## config.mk

```make
export PLATFORM = sky130hd
export DESIGN_NAME = system_control_coproc_access
export DESIGN_NICKNAME = d
export VERILOG_FILES = /design/src/sysctl_coproc_pkg.sv /design/src/system_control_coproc_access.sv
export SDC_FILE = /design/constraint.sdc
export NUM_CORES = 1
export LEC_CHECK = 0
export ABC_CLOCK_PERIOD_IN_PS = 5650
export BUFFER_PORTS_ARGS = -buffer_cell sky130_fd_sc_hd__buf_4
export CAP_MARGIN = 40
export CORE_ASPECT_RATIO = 1.2
export CORE_MARGIN = 5
export CORE_UTILIZATION = 55
export DETAILED_ROUTE_END_ITERATION = 8
export GPL_TIMING_DRIVEN = 0
export PLACE_DENSITY = 0.77
export SYNTH_ARGS = -nofsm -noshare
export SYNTH_HDL_FRONTEND = slang
export SYNTH_SLANG_ARGS = --single-unit
```

## constraint.sdc

```tcl
create_clock -name clk -period 5.65 [get_ports clk]
set_input_delay 0.2825 -clock clk [delete_from_list [all_inputs] [get_ports clk]]
set_output_delay 0.2825 -clock clk [all_outputs]
set_load 0.02 [all_outputs]
```

## src/sysctl_coproc_pkg.sv

```systemverilog
package sysctl_coproc_pkg;

    // ------------------------------------------------------------------
    // Instruction field positions
    // ------------------------------------------------------------------
    localparam int COND_HI       = 31;
    localparam int COND_LO       = 28;
    localparam int CLASS_HI      = 27;
    localparam int CLASS_LO      = 24;
    localparam int OPC1_HI       = 23;
    localparam int OPC1_LO       = 21;
    localparam int DIR_BIT       = 20;
    localparam int TARGET_HI     = 19;
    localparam int TARGET_LO     = 16;
    localparam int CORE_REG_HI   = 15;
    localparam int CORE_REG_LO   = 12;
    localparam int CPNUM_HI      = 11;
    localparam int CPNUM_LO      = 8;
    localparam int OPC2_HI       = 7;
    localparam int OPC2_LO       = 5;
    localparam int XFER_BIT      = 4;
    localparam int EXTRA_HI      = 3;
    localparam int EXTRA_LO      = 0;

    // ------------------------------------------------------------------
    // Field codes
    // ------------------------------------------------------------------
    localparam logic [3:0] CLASS_XFER      = 4'hE;
    localparam logic [3:0] CPNUM_SYSCTL    = 4'hF;
    localparam logic [3:0] CLASS_LDST_HI   = 4'hC;
    localparam logic [2:0] CLASS_LDST_MASK = 3'h6;
    localparam logic       DIR_WRITE       = 1'b0;
    localparam logic       DIR_READ        = 1'b1;
    localparam logic [2:0] OPC1_SYSCTL     = 3'h0;
    localparam logic [3:0] PC_REG          = 4'hF;
    localparam logic [3:0] COND_NEVER      = 4'hF;

    // ------------------------------------------------------------------
    // Register locations
    // ------------------------------------------------------------------
    localparam logic [3:0] LOC_IDENT     = 4'h0;
    localparam logic [3:0] LOC_CONTROL   = 4'h1;
    localparam logic [3:0] LOC_TT_BASE   = 4'h2;
    localparam logic [3:0] LOC_DOMAIN    = 4'h3;
    localparam logic [3:0] LOC_FAULT_ST  = 4'h5;
    localparam logic [3:0] LOC_FAULT_AD  = 4'h6;
    localparam logic [3:0] LOC_CACHE_OP  = 4'h7;
    localparam logic [3:0] LOC_TB_OP     = 4'h8;
    localparam logic [3:0] LOC_LOCKDOWN  = 4'h9;
    localparam logic [3:0] LOC_TB_LOCK   = 4'hA;
    localparam logic [3:0] LOC_PROC_ID   = 4'hD;
    localparam logic [3:0] LOC_TEST_CFG  = 4'hF;

    // Secondary code and extra action selections
    localparam logic [2:0] OPC2_IDENTIFICATION    = 3'h0;
    localparam logic [2:0] OPC2_CACHE_TYPE = 3'h1;
    localparam logic [2:0] OPC2_TMEM_STAT  = 3'h2;
    localparam logic [2:0] OPC2_DATA_FAULT = 3'h0;
    localparam logic [2:0] OPC2_FETCH_FLT  = 3'h1;
    localparam logic [2:0] OPC2_RELOC      = 3'h0;
    localparam logic [2:0] OPC2_CONTEXT    = 3'h1;
    localparam logic [3:0] EXTRA_CACHE_LK  = 4'h0;
    localparam logic [3:0] EXTRA_TMEM_REG  = 4'h1;

    // ------------------------------------------------------------------
    // Reset values and timing
    // ------------------------------------------------------------------
    localparam logic [31:0] RST_WORD           = 32'h0000_0000;
    localparam int          BRL_COMPRESSED_CYC = 4;

    typedef enum logic [1:0] {
        ST_IDLE,
        ST_BRL_FIRST,
        ST_BRL_SECOND
    } brl_state_t;

endpackage : sysctl_coproc_pkg

```

## src/system_control_coproc_access.sv

```systemverilog
`timescale 1ns/1ns
// How it works
// RL1 - Transfers take effect only when the core reports a privileged mode; otherwise undefined.
// RL2 - A write transfer (direction bit 0) copies the core register word into the target register.
// RL3 - A read transfer (direction bit 1) returns the target register word to the core register.
// RL4 - Data-processing, load and store forms aimed at this coprocessor raise undefined.
// RL5 - A transfer has bits 27:24 = 1110, bits 11:8 = 1111, bit 4 = 1; cond 31:28, dir bit 20.
// RL6 - Bits 15:12 name the core register; choosing the program counter is left unpredictable.
// RL7 - Bits 19:16 pick the register location addressed.
// RL8 - Bits 3:0 carry an extra action whose meaning depends on the location.
// RL9 - Bits 7:5 carry a secondary code that refines the access, normally zero.
// RL10 - The primary code field in the upper bits is decoded as part of the transfer.
// RL11 - Locations 0, 5 and 13 pick among physical registers by the secondary code.
// RL12 - Location 9 picks cache lockdown or tight memory region by the extra action field.
// RL13 - Sixteen locations, 0 to 15, are exposed.
// RL14 - The compressed branch_link_exchange is two instructions taking four cycles.
// RL15 - Writes to read-only, reads of write-only and reserved accesses have no effect; reads 0.
// RL16 - Each transfer moves one full 32-bit word in a single operation.
module system_control_coproc_access #(
    parameter logic [31:0] IDENT_VALUE      = 32'h0000_0001, // Arbitrary value
    parameter logic [31:0] CACHE_TYPE_VALUE = 32'h0000_0002, // Arbitrary value
    parameter logic [31:0] TMEM_STAT_VALUE  = 32'h0000_0003  // Arbitrary value
) (
    // Clock and reset
    input  wire logic        clk,
    input  wire logic        srst,
    // Instruction issue from the core
    input  wire logic        instr_valid,
    input  wire logic [31:0] instr,
    input  wire logic        cond_pass,
    input  wire logic        privileged,
    input  wire logic [31:0] core_reg_data,
    // Compressed branch_link_exchange issue
    input  wire logic        brl_compressed,
    // Answer to the core
    output logic             xfer_done,
    output logic             undef_instr,
    output logic             rd_valid,
    output logic [3:0]       rd_core_reg,
    output logic [31:0]      rd_data,
    output logic             brl_busy,
    output logic             brl_done,
    // Register contents toward the system
    output logic [31:0]      system_control,
    output logic [31:0]      translation_table_base,
    output logic [31:0]      domain_access_control,
    output logic             cache_op_pulse,
    output logic             tb_op_pulse,
    output logic [31:0]      maint_word,
    output logic [6:0]       maint_sel
);

    // ------------------------------------------------------------------
    // State
    // ------------------------------------------------------------------
    typedef struct packed {
        logic [31:0]                   ctrl;
        logic [31:0]                   tt_base;
        logic [31:0]                   domain;
        logic [31:0]                   data_fault;
        logic [31:0]                   fetch_fault;
        logic [31:0]                   fault_addr;
        logic [31:0]                   cache_lock;
        logic [31:0]                   tmem_region;
        logic [31:0]                   tb_lock;
        logic [31:0]                   reloc;
        logic [31:0]                   context_identifier;
        logic [31:0]                   test_cfg;
        logic                          done;
        logic                          undef;
        logic                          rvalid;
        logic [3:0]                    rreg;
        logic [31:0]                   rdata;
        logic                          cache_pulse;
        logic                          tb_pulse;
        logic [31:0]                   mword;
        logic [6:0]                    msel;
        sysctl_coproc_pkg::brl_state_t brl;
        logic [1:0]                    brl_cnt;
        logic                          brl_fin;
        logic                          brl_run;
    } state_t;

    state_t cur;
    state_t next_cur;

    // ------------------------------------------------------------------
    // Decode helpers
    // ------------------------------------------------------------------
    function automatic logic is_transfer(input logic [31:0] w);
        is_transfer = (w[sysctl_coproc_pkg::CLASS_HI:sysctl_coproc_pkg::CLASS_LO]
                       == sysctl_coproc_pkg::CLASS_XFER)
                   && (w[sysctl_coproc_pkg::CPNUM_HI:sysctl_coproc_pkg::CPNUM_LO]
                       == sysctl_coproc_pkg::CPNUM_SYSCTL)
                   && w[sysctl_coproc_pkg::XFER_BIT]; // see RL5
    endfunction : is_transfer

    function automatic logic is_other_cp(input logic [31:0] w);
        logic data_proc;
        logic ld_st;
        data_proc = (w[sysctl_coproc_pkg::CLASS_HI:sysctl_coproc_pkg::CLASS_LO]
                     == sysctl_coproc_pkg::CLASS_XFER) && !w[sysctl_coproc_pkg::XFER_BIT];
        ld_st     = (w[27:25] == sysctl_coproc_pkg::CLASS_LDST_MASK);
        is_other_cp = (data_proc || ld_st)
                   && (w[sysctl_coproc_pkg::CPNUM_HI:sysctl_coproc_pkg::CPNUM_LO]
                       == sysctl_coproc_pkg::CPNUM_SYSCTL); // see RL4
    endfunction : is_other_cp

    // ------------------------------------------------------------------
    // Field extraction
    // ------------------------------------------------------------------
    logic [3:0] f_cond;
    logic [2:0] f_opc1;
    logic       f_dir;
    logic [3:0] f_target;
    logic [3:0] f_core;
    logic [2:0] f_opc2;
    logic [3:0] f_extra;

    assign f_cond   = instr[sysctl_coproc_pkg::COND_HI:sysctl_coproc_pkg::COND_LO];       // see RL5
    assign f_opc1   = instr[sysctl_coproc_pkg::OPC1_HI:sysctl_coproc_pkg::OPC1_LO];       // see RL10
    assign f_dir    = instr[sysctl_coproc_pkg::DIR_BIT];                                 // see RL5
    assign f_target = instr[sysctl_coproc_pkg::TARGET_HI:sysctl_coproc_pkg::TARGET_LO];   // see RL7
    assign f_core   = instr[sysctl_coproc_pkg::CORE_REG_HI:
                            sysctl_coproc_pkg::CORE_REG_LO];                     // see RL6
    assign f_opc2   = instr[sysctl_coproc_pkg::OPC2_HI:sysctl_coproc_pkg::OPC2_LO];       // see RL9
    assign f_extra  = instr[sysctl_coproc_pkg::EXTRA_HI:sysctl_coproc_pkg::EXTRA_LO];     // see RL8

    // ------------------------------------------------------------------
    // Next state
    // ------------------------------------------------------------------
    always_comb begin
        logic        take;
        logic        xfer;
        logic        wr;
        logic        rd;
        logic [31:0] rword;
        take  = 1'b0;
        xfer  = 1'b0;
        wr    = 1'b0;
        rd    = 1'b0;
        rword = sysctl_coproc_pkg::RST_WORD;
        next_cur             = cur;
        next_cur.done        = 1'b0;
        next_cur.undef       = 1'b0;
        next_cur.rvalid      = 1'b0;
        next_cur.cache_pulse = 1'b0;
        next_cur.tb_pulse    = 1'b0;
        next_cur.brl_fin     = 1'b0;

        take = instr_valid && cond_pass && (f_cond != sysctl_coproc_pkg::COND_NEVER);
        xfer = take && is_transfer(instr)
            && (f_opc1 == sysctl_coproc_pkg::OPC1_SYSCTL);                // see RL10
        if (take && (is_other_cp(instr) || (xfer && !privileged)
                     || (is_transfer(instr) && f_opc1 != sysctl_coproc_pkg::OPC1_SYSCTL))) begin
            next_cur.undef = 1'b1;                                        // see RL1
        end
        wr = xfer && privileged && (f_dir == sysctl_coproc_pkg::DIR_WRITE); // see RL2
        rd = xfer && privileged && (f_dir == sysctl_coproc_pkg::DIR_READ);  // see RL3

        // Read mux over the sixteen locations
        case (f_target)                                                   // see RL13
            sysctl_coproc_pkg::LOC_IDENT: begin
                case (f_opc2)                                             // see RL11
                    sysctl_coproc_pkg::OPC2_IDENTIFICATION:    rword = IDENT_VALUE;
                    sysctl_coproc_pkg::OPC2_CACHE_TYPE: rword = CACHE_TYPE_VALUE;
                    sysctl_coproc_pkg::OPC2_TMEM_STAT:  rword = TMEM_STAT_VALUE;
                    default:                            rword = IDENT_VALUE;
                endcase
            end
            sysctl_coproc_pkg::LOC_CONTROL:  rword = cur.ctrl;
            sysctl_coproc_pkg::LOC_TT_BASE:  rword = cur.tt_base;
            sysctl_coproc_pkg::LOC_DOMAIN:   rword = cur.domain;
            sysctl_coproc_pkg::LOC_FAULT_ST: begin
                rword = (f_opc2 == sysctl_coproc_pkg::OPC2_FETCH_FLT)
                      ? cur.fetch_fault : cur.data_fault;                 // see RL11
            end
            sysctl_coproc_pkg::LOC_FAULT_AD: rword = cur.fault_addr;
            sysctl_coproc_pkg::LOC_LOCKDOWN: begin
                rword = (f_extra == sysctl_coproc_pkg::EXTRA_TMEM_REG)
                      ? cur.tmem_region : cur.cache_lock;                 // see RL12
            end
            sysctl_coproc_pkg::LOC_TB_LOCK:  rword = cur.tb_lock;
            sysctl_coproc_pkg::LOC_PROC_ID: begin
                rword = (f_opc2 == sysctl_coproc_pkg::OPC2_CONTEXT)
                      ? cur.context_identifier : cur.reloc;                       // see RL11
            end
            sysctl_coproc_pkg::LOC_TEST_CFG: rword = cur.test_cfg;
            default:                         rword = sysctl_coproc_pkg::RST_WORD; // see RL15
        endcase

        if (wr) begin
            case (f_target)                                               // see RL16
                sysctl_coproc_pkg::LOC_CONTROL:  next_cur.ctrl    = core_reg_data;
                sysctl_coproc_pkg::LOC_TT_BASE:  next_cur.tt_base = core_reg_data;
                sysctl_coproc_pkg::LOC_DOMAIN:   next_cur.domain  = core_reg_data;
                sysctl_coproc_pkg::LOC_FAULT_ST: begin
                    if (f_opc2 == sysctl_coproc_pkg::OPC2_FETCH_FLT) begin
                        next_cur.fetch_fault = core_reg_data;             // see RL11
                    end else begin
                        next_cur.data_fault = core_reg_data;
                    end
                end
                sysctl_coproc_pkg::LOC_FAULT_AD: next_cur.fault_addr = core_reg_data;
                sysctl_coproc_pkg::LOC_CACHE_OP,
                sysctl_coproc_pkg::LOC_TB_OP: begin
                    next_cur.cache_pulse = (f_target == sysctl_coproc_pkg::LOC_CACHE_OP);
                    next_cur.tb_pulse    = (f_target == sysctl_coproc_pkg::LOC_TB_OP);
                    next_cur.mword       = core_reg_data;
                    next_cur.msel        = {f_opc2, f_extra};             // see RL8
                end
                sysctl_coproc_pkg::LOC_LOCKDOWN: begin
                    if (f_extra == sysctl_coproc_pkg::EXTRA_TMEM_REG) begin
                        next_cur.tmem_region = core_reg_data;             // see RL12
                    end else begin
                        next_cur.cache_lock = core_reg_data;
                    end
                end
                sysctl_coproc_pkg::LOC_TB_LOCK:  next_cur.tb_lock = core_reg_data;
                sysctl_coproc_pkg::LOC_PROC_ID: begin
                    if (f_opc2 == sysctl_coproc_pkg::OPC2_CONTEXT) begin
                        next_cur.context_identifier = core_reg_data;              // see RL11
                    end else begin
                        next_cur.reloc = core_reg_data;
                    end
                end
                sysctl_coproc_pkg::LOC_TEST_CFG: next_cur.test_cfg = core_reg_data;
                default: ;                                                // see RL15
            endcase
        end

        if (wr || rd) begin
            next_cur.done = 1'b1;
        end
        if (rd) begin
            next_cur.rvalid = 1'b1;                                       // see RL3
            next_cur.rreg   = f_core;                                     // see RL6
            next_cur.rdata  = rword;
        end

        // Compressed branch_link_exchange: two halves, four cycles in all
        case (cur.brl)
            sysctl_coproc_pkg::ST_IDLE: begin
                if (brl_compressed) begin
                    next_cur.brl     = sysctl_coproc_pkg::ST_BRL_FIRST;   // see RL14
                    next_cur.brl_cnt = 2'(sysctl_coproc_pkg::BRL_COMPRESSED_CYC - 2);
                end
            end
            sysctl_coproc_pkg::ST_BRL_FIRST: begin
                next_cur.brl = sysctl_coproc_pkg::ST_BRL_SECOND;
            end
            sysctl_coproc_pkg::ST_BRL_SECOND: begin
                if (cur.brl_cnt == 2'h0) begin
                    next_cur.brl     = sysctl_coproc_pkg::ST_IDLE;
                end else begin
                    next_cur.brl_cnt = cur.brl_cnt - 2'h1;
                    // Done shows in the last busy cycle
                    next_cur.brl_fin = (cur.brl_cnt == 2'h1);             // see RL14
                end
            end
            default: next_cur.brl = sysctl_coproc_pkg::ST_IDLE;
        endcase
        next_cur.brl_run = (next_cur.brl != sysctl_coproc_pkg::ST_IDLE);
    end

    // ------------------------------------------------------------------
    // Registers
    // ------------------------------------------------------------------
    always_ff @(posedge clk) begin
        if (srst) begin
            cur     <= '0;
            cur.brl <= sysctl_coproc_pkg::ST_IDLE;
        end else begin
            cur <= next_cur;
        end
    end

    // ------------------------------------------------------------------
    // Outputs
    // ------------------------------------------------------------------
    assign xfer_done              = cur.done;
    assign undef_instr            = cur.undef;
    assign rd_valid               = cur.rvalid;
    assign rd_core_reg            = cur.rreg;
    assign rd_data                = cur.rdata;
    assign brl_busy               = cur.brl_run;
    assign brl_done               = cur.brl_fin;
    assign system_control         = cur.ctrl;
    assign translation_table_base = cur.tt_base;
    assign domain_access_control  = cur.domain;
    assign cache_op_pulse         = cur.cache_pulse;
    assign tb_op_pulse            = cur.tb_pulse;
    assign maint_word             = cur.mword;
    assign maint_sel              = cur.msel;

endmodule : system_control_coproc_access

```

======== Yosys cells after proc, flatten, opt, wreduce, memory -nomap -nowiden ========
Cells that the tools add are included.
word-level totals
  input port bits ......................... 70
  logic and storage cells ................. 112
  register bits after elaboration ......... 470
  output and inout port bits .............. 178
cells by class
  equality and inequality tests ........... 23
  muxes and demuxes ....................... 13
  bitwise operators ....................... 6
  $add $sub $neg .......................... 1
  reductions and logical operators ........ 44
operator list
  cell                                                                    count
  32-bit case mux with 10 select lines                                    1
  32-bit two-way mux                                                      3
  37-bit two-way mux                                                      1
  4-bit equality test (second input constant)                             7
  3-bit AND reduction                                                     7
  1-bit logical AND                                                       14
  2-bit AND reduction                                                     7
  4-bit by 3-bit equality test with 1-bit output (second input constant)  3
  4-bit by 1-bit equality test with 1-bit output (second input constant)  2
  4-bit by 2-bit equality test with 1-bit output (second input constant)  2
  2-bit case mux with 2 select lines                                      2
  1-bit NOT                                                               6
  2-bit case mux with 3 select lines                                      1
  3-bit OR reduction                                                      2
  2-bit by 1-bit equality test with 1-bit output (second input constant)  2
  2-bit zero test                                                         2
  4-bit zero test                                                         1
  1-bit logical OR                                                        4
  4-bit two-way mux                                                       1
  2-bit inequality test (second input constant)                           2
  4-bit inequality test (second input constant)                           1
  2-bit nonzero test                                                      2
  3-bit by 1-bit equality test with 1-bit output (second input constant)  1
  3-bit by 2-bit equality test with 1-bit output (second input constant)  1
  other kinds (10)                                                        12

======== Logic depth before layout (Yosys ltp) ========
Gate-level depths: netlist (run 1).
  depth in word-level cells ............... 10
  gate-level depth with buffers ........... 9
  mapped depth without buffers ............ 5

======== Worst setup path before layout (run 1) ========
No wires, ideal clock.
  kind .................................... input port to flip-flop
  start point ............................. in instr[30]
  end point ............................... reg cur, in the netlist maint_word[21]
  required time ........................... 5518 ps
  stages .................................. 8
  library setup time ...................... 132 ps
  arrival ................................. 1862 ps
  slack ................................... 3656 ps
  path buffers ............................ 3
  path through ............................ and4_1 -> or3_1 -> buf_2 -> or4_4 -> buf_6 -> buf_6 -> nand2_1 -> a21oi_1
between the ends
  longest elaborated chain between the ends .. 7
RTL lines
  what                                  line                                 RTL
  from (decl)                           system_control_coproc_access.sv:29   input wire logic [31:0] instr,
  4-bit inequality test                 system_control_coproc_access.sv:151  take = instr_valid && cond_pass && (f_cond != sysctl_coproc_pkg::COND_NEVER);
  1-bit logical AND                     system_control_coproc_access.sv:151
  1-bit logical AND                     system_control_coproc_access.sv:152  xfer = take && is_transfer(instr)
  1-bit logical AND                     system_control_coproc_access.sv:153  && (f_opc1 == sysctl_coproc_pkg::OPC1_SYSCTL);
  1-bit logical AND (2 in series)       system_control_coproc_access.sv:158  wr = xfer && privileged && (f_dir == sysctl_coproc_pkg::DIR_WRITE);
  2-bit AND reduction (no source line)  n/a
  to (signal assigned)                  system_control_coproc_access.sv:274  cur <= next_cur;
  to (decl)                             system_control_coproc_access.sv:84   state_t cur;
Every way passes these cells.
A chain may end at the register's enable or synchronous reset.

======== Worst setup path after layout (run 1) ========
  start point ............................. in instr[1]
  end point ............................... reg cur, in the netlist rd_data[13]
between the ends
  longest elaborated chain between the ends .. 3
RTL lines
  what                                            line                                 RTL
  4-bit by 1-bit equality test with 1-bit output  system_control_coproc_access.sv:180  rword = (f_extra == sysctl_coproc_pkg::EXTRA_TMEM_REG)
  32-bit two-way mux                              system_control_coproc_access.sv:181  ? cur.tmem_region : cur.cache_lock;
  32-bit case mux with 10 select lines            system_control_coproc_access.sv:162  case (f_target)
Every way passes these cells.

==> results of run 1 <==
## layout make-up
type                    instances  area share
diodes                          1   0.0000981
plain buffers                 425      0.0923
clock buffers                  74      0.0581
clock inverters                14     0.00559
inverters                       5    0.000736
multi-input cells            1853       0.365
flip-flops and latches        470       0.369
well taps                     480      0.0235
repair buffers                281      0.0861
## stage by stage
step / setup WS, ns / cell area [µm²]
6_report: 2.84 / 25500
5_1_grt: 2.92 / 25500
4_1_cts: 3.09 / 25500
3_5_place_dp: 2.64 / 23600
3_3_place_gp: 2.66 / 23500
2_1_floorplan: 3.66 / 21100
## worst min-delay path, delay by kind of cell
kind                   cells  cell delay (ns)
and+or+nand+nor            1             0.06
AOI/OAI and AO/OA          1             0.05
buffers and inverters      1             0.14
## report_power, final
| group | internal, µW | switching (µW) | total, µW |
|---|---|---|---|
| Combinational | 97.9 | 301 | 399 |
| Clock | 1900 | 1380 | 3280 |
| Sequential | 3320 | 2.13 | 3320 |
## routing by layer
layer | part of all wire | up-vias | wire [µm]
li1 | - | 9794 | -
met1 | 0.37 | 10282 | 31700
met2 | 0.45 | 1474 | 38400
met3 | 0.10 | 320 | 8830
met4 | 0.072 | 0 | 6130
met5 | 0 | - | 0
## what timing repair did
action / CTS / global route
hold buffers: 29 / 1
setup buffers: 0 / 0
endpoints found under the hold margin: 49 / 1
resized for setup: 0 / 0
## cell usage in the layout (no fill, tap or decap), drive strengths merged, types with 25 or more instances in the layout
cell type    netlist  routed
dlygate4sd3        0      30
o22ai             56      56
clkbuf           174     248
a22oi             41      41
nor2              33      33
mux2i             98      98
buf              251     502
o21ai             25      25
nand2            887     887
a21oi            460     460
dfxtp            470     470
nand3             57      57
o31ai             32      32
## logic make-up after synthesis
family / Yosys count / share of synthesized area
DFF: 470 / 0.446
and+or+nand+nor: 1065 / 0.207
muxes: 98 / 0.0465
AOI/OAI and AO/OA: 689 / 0.187
buffers and inverters: 430 / 0.113
xor gates and xnor gates: 1 / 0.000415
## final timing paths
kind,cells after the start,slack (ns),endpoint,from
max reg2reg,4,4.00,rd_data[13]$_SDFFE_PP0P_,cur[259]$_SDFFE_PP0P_
min reg2reg,2,0.45,cur[103]$_SDFFE_PP0P_,cur[103]$_SDFFE_PP0P_
max,9,2.84,rd_data[13]$_SDFFE_PP0P_,instr[1]
min,3,0.001,maint_sel[5]$_SDFFE_PP0P_,instr[6]
==> results.txt, run 1 <==
Fmax achieved = 356 MHz
Hold Crit Class = input pin to flop
Top cell by count, worst path = buf_2
Post-Route Setup TNS = 0 ns
Clock period minus worst slack = 2.81 ns
Count leader, synth = nand2_1
Largest net degree at the start of global routing = 15
Initial Util = 0.557
CP max stage delay = 0.72 ns
Met3 usage = 0.0647
GRT Total Usage = 0.380
Die ar. = 42400 µm²
Residual DRC count = 0
DRT iter0 DRCs = 2684
Routability cong. = 1.02
Clk buf depth = 3
Hold Fails Final Rpt = 0
Die H = 224 µm
Final net count = 3154
Top FF cell, synth = dfxtp_1
Io pins = 248
Slew @ Worst Pin = 1.01 ns
Met2 usage = 0.611
Row cnt = 78
Worst-path maximum fanout = 10
Via count = 21870
First-pass GRT wire length = 123 mm
RSZ-0062 raised after global routing = false
Worst skew pair latency = 0.58 ns
Syn Nets = 2823
Overall routed net length = 85.1 mm
Synth cell count leaders = 887 x nand2_1, 470 x dfxtp_1, 460 x a21oi_1, 173 x buf_4, 173 x clkbuf_1
Placed insts = 3483
Buffer and inverter count on the worst path = 4
Setup violations, final = 0
Drt first pass iters = 6
GR peak layer = met2
Post-Layout Cell Count = 3603
CP delay by family, top = simple AND/OR/NAND/NOR gates
Biggest register = cur
Width of the die = 189 µm
Worst EP required = 6.08 ns
Pwr dens = 274 nW/µm²
TritonCTS clock tree = done
Hold_ws = 0.00108 ns
Slowest CP cell = nor4_1
Met1 Use GR = 0.479
Startpoint Class = input pin
Clock sinks = 470
Fillers = 3220
Top cells by area, synth = dfxtp_1 45%, nand2_1 16%, a21oi_1 11%
Core ar. = 37900 µm²
Yosys reg bits = 470
Cells after Synth = 2753
Post-synth EDFFs = 0
Worst setup EP type = flop
Cell taking the most area after synthesis = dfxtp_1
Critical path type = input pin to flop
Synth top area share = 0.446
PortBufs = 245
Worst-path clk slew = 0.06 ns
Initial antenna violation count = 1
Drt wl/cell = 23.6 µm
TritonCTS buffer count = 48
Post-Syn Area = 21100 µm²
Synth Area per Inst = 7.66 µm²
Leakage = 0.00955 µW
Sequential cell area = 9410 µm²
Final Slew Violations = 0
Number of global-route vias before repair = 20398
Layout cells sized above 1 = 0.188
Sequential area share after synthesis = 0.446
Clk_skew = 0.0182 ns
Max reg flops = 292
Total grt overflow = 0
Status = complete, no violations
Total Power = 6990 µW
Area Overhead vs Synth = 21.0%
Yosys warns = 0
Vias per cell = 6.07
Count of cell types in the netlist = 55
DP HPWL = 63.7 mm
Root buffer cell = clkbuf_16
Fin util = 0.674
Synth async-reset ratio = 0
Remaining antenna violation count after routing = 0
Crit-path cells = dlygate4sd3_1, buf_4, or4b_1, buf_2, buf_2, mux2i_1, o22ai_1, nor4_1, o21ai_0
Multi-input gate area = 9300 µm²
Slew headroom = 0.327
Worst Path Arrival = 3.24 ns
VDD IR-drop max = 0.214 mV
Max cap viols = 0
Htree depth = 2
Share of the clock period used by the worst path = 0.497
Note: power is estimated with default switching activity, not from simulation.
==> run 2: changes to the inputs <==
--- a/config.mk
+++ b/config.mk
@@ -5,7 +5,7 @@
 export SDC_FILE = /design/constraint.sdc
 export NUM_CORES = 1
 export LEC_CHECK = 0
-export ABC_CLOCK_PERIOD_IN_PS = 5650
+export ABC_CLOCK_PERIOD_IN_PS = 2800
 export BUFFER_PORTS_ARGS = -buffer_cell sky130_fd_sc_hd__buf_4
 export CAP_MARGIN = 40
 export CORE_ASPECT_RATIO = 1.2
==> constraint.sdc (replaced) <==
create_clock -name clk -period 2.8 [get_ports clk]
set_input_delay 0.14 -clock clk [delete_from_list [all_inputs] [get_ports clk]]
set_output_delay 0.14 -clock clk [all_outputs]
set_load 0.02 [all_outputs]
==> results.txt, run 2 (synthesis results as in run 1) <==
Worst-path clk slew = 0.06 ns
Fin util = 0.678
Max reg flops = 292
Fin area = 25700 µm²
Hold Fails Final Rpt = 0
Fin worst setup slack = 0.0589 ns
Row cnt = 78
Worst setup EP type = flop
Worst Setup SP = instr[17]
Slew @ Worst Pin = 1.01 ns
Initial Util = 0.557
Overall routed net length = 85.1 mm
Routability cong. = 1.02
Final net count = 3171
DP HPWL = 63.7 mm
CP max stage delay = 0.70 ns
CP delay by family, top = buffers and inverters
Layout cells sized above 1 = 0.187
Commonest non-fill, non-tap cell in the layout = nand2_1
Residual DRC count = 0
Clock sinks = 470
Clk_skew = 0.0189 ns
Worst EP required = 3.23 ns
Setup violations, final = 0
Status = complete, no violations
Root buffer cell = clkbuf_16
VDD IR-drop max = 0.432 mV
Sequential cell area = 9410 µm²
CTS resizes = 0
Most frequent cells in the layout = 887 x nand2_1, 470 x dfxtp_1, 460 x a21oi_1
Max cap viols = 0
Drt first pass iters = 6
Worst reg-to-reg path cell count = 4
RSZ-0062 raised after global routing = false
First-pass GRT wire length = 124 mm
R2R Setup Slk = 1.18 ns
TritonCTS clock tree = done
Crit-path cells = dlygate4sd3_1, buf_4, buf_2, nand4b_1, clkbuf_1, o22ai_1, nor4_1, o21ai_0
Drt wl/cell = 23.5 µm
Io pins = 248
Worst reg2reg path endpoint = rd_data[13]$_SDFFE_PP0P_
Number of global-route vias before repair = 20453
Fillers = 3196
Share of the clock period used by the worst path = 0.979
Multi-input gate area = 9300 µm²
Via count = 21855
Largest net degree at the start of global routing = 15
TritonCTS buffer count = 48
Worst skew pair latency = 0.58 ns
Post-Route Setup TNS = 0 ns
Leakage = 0.00962 µW
Clock period minus worst slack = 2.74 ns
Biggest register = cur
Vias per cell = 6.04
Final Slew Violations = 0
Buffer and inverter count on the worst path = 4
Total grt overflow = 0
DRT iter0 DRCs = 2830
Htree depth = 2
Slowest CP cell = nor4_1
Die ar. = 42400 µm²
Pre-CTS setup slack = -0.0643 ns
Hold Crit Class = input pin to flop
Startpoint Class = input pin
Area Overhead vs Synth = 21.8%
Width of the die = 189 µm
Slew headroom = 0.326
Pwr dens = 550 nW/µm²
Initial antenna violation count = 1
Critical path type = input pin to flop
Remaining antenna violation count after routing = 0
Core ar. = 37900 µm²
PortBufs = 245
Die H = 224 µm
GRT Total Usage = 0.381
Worst-path maximum fanout = 10
Reg2reg start = domain_access_control[13]$_SDFFE_PP0P_
Worst path depth = 8
CP endpoint = rd_data[13]$_SDFFE_PP0P_
Fmax achieved = 365 MHz
Worst Path Arrival = 3.17 ns
Post-Place Cell Area = 23600 µm²
Clk buf depth = 3
==> run 2: how the worst min path moves through the flow <==
stage / startpoint / end / depth (start not counted)
6_report: instr[23] / undef_instr$_SDFF_PP0_ / 5
5_1_grt: instr[23] / undef_instr$_SDFF_PP0_ / 5
4_1_cts: instr[23] / undef_instr$_SDFF_PP0_ / 5
3_5_place_dp: instr[15] / rd_core_reg[3]$_SDFFE_PP0P_ / 3
3_3_place_gp: instr[13] / rd_core_reg[1]$_SDFFE_PP0P_ / 3
2_1_floorplan: instr[0] / maint_sel[0]$_SDFFE_PP0P_ / 2
==> run 2: where the power goes <==
group | switching, µW | internal, µW | leakage (µW) | total [µW]
Sequential | 4.23 | 6690 | 0.00378 | 6690
Combinational | 612 | 213 | 0.00504 | 825
Clock | 2780 | 3830 | 0.000796 | 6610
Total | 3390 | 10700 | 0.00962 | 14100
==> run 2: worst min-delay path: stages <==
cell and delay [ns]:
buf_4 0.09, nor2_1 0.03, a21oi_1 0.11, nor2b_1 0.06, nor3_1 0.11
==> run 2: metal layers <==
metal,track usage,vias to the layer above,wire length [µm]
li1,-,9808,-
met1,0.480,10242,31900
met2,0.615,1492,38500
met3,0.0635,313,8520
met4,0.231,0,6160
met5,0,-,0
==> run 2: area by class of cell <==
class	instances	share of cell area
diodes	1	0.0000974
plain buffers	425	0.0917
clock buffers	74	0.0577
clock inverters	14	0.00555
inverters	5	0.000731
multi-input cells	1853	0.362
flip-flops and latches	470	0.366
well taps	480	0.0234
repair buffers	298	0.0922
==> run 2: what timing repair did <==
| item | 4_1_cts | 5_1_grt |
|---|---|---|
| buffers inserted | 0 | 0 |
| hold endpoints to repair | 110 | 0 |
| hold buffers | 47 | 0 |
==> run 2: metrics by stage <==
step | power (µW) | instances | hold slack, ns
2_1_floorplan | 7180 | 2753 | 0.276
3_3_place_gp | 7560 | 3478 | 0.374
3_5_place_dp | 7570 | 3483 | 0.386
4_1_cts | 14000 | 3618 | 0.0275
5_1_grt | 14400 | 3620 | 0.103
6_report | 14100 | 3620 | 0.0262
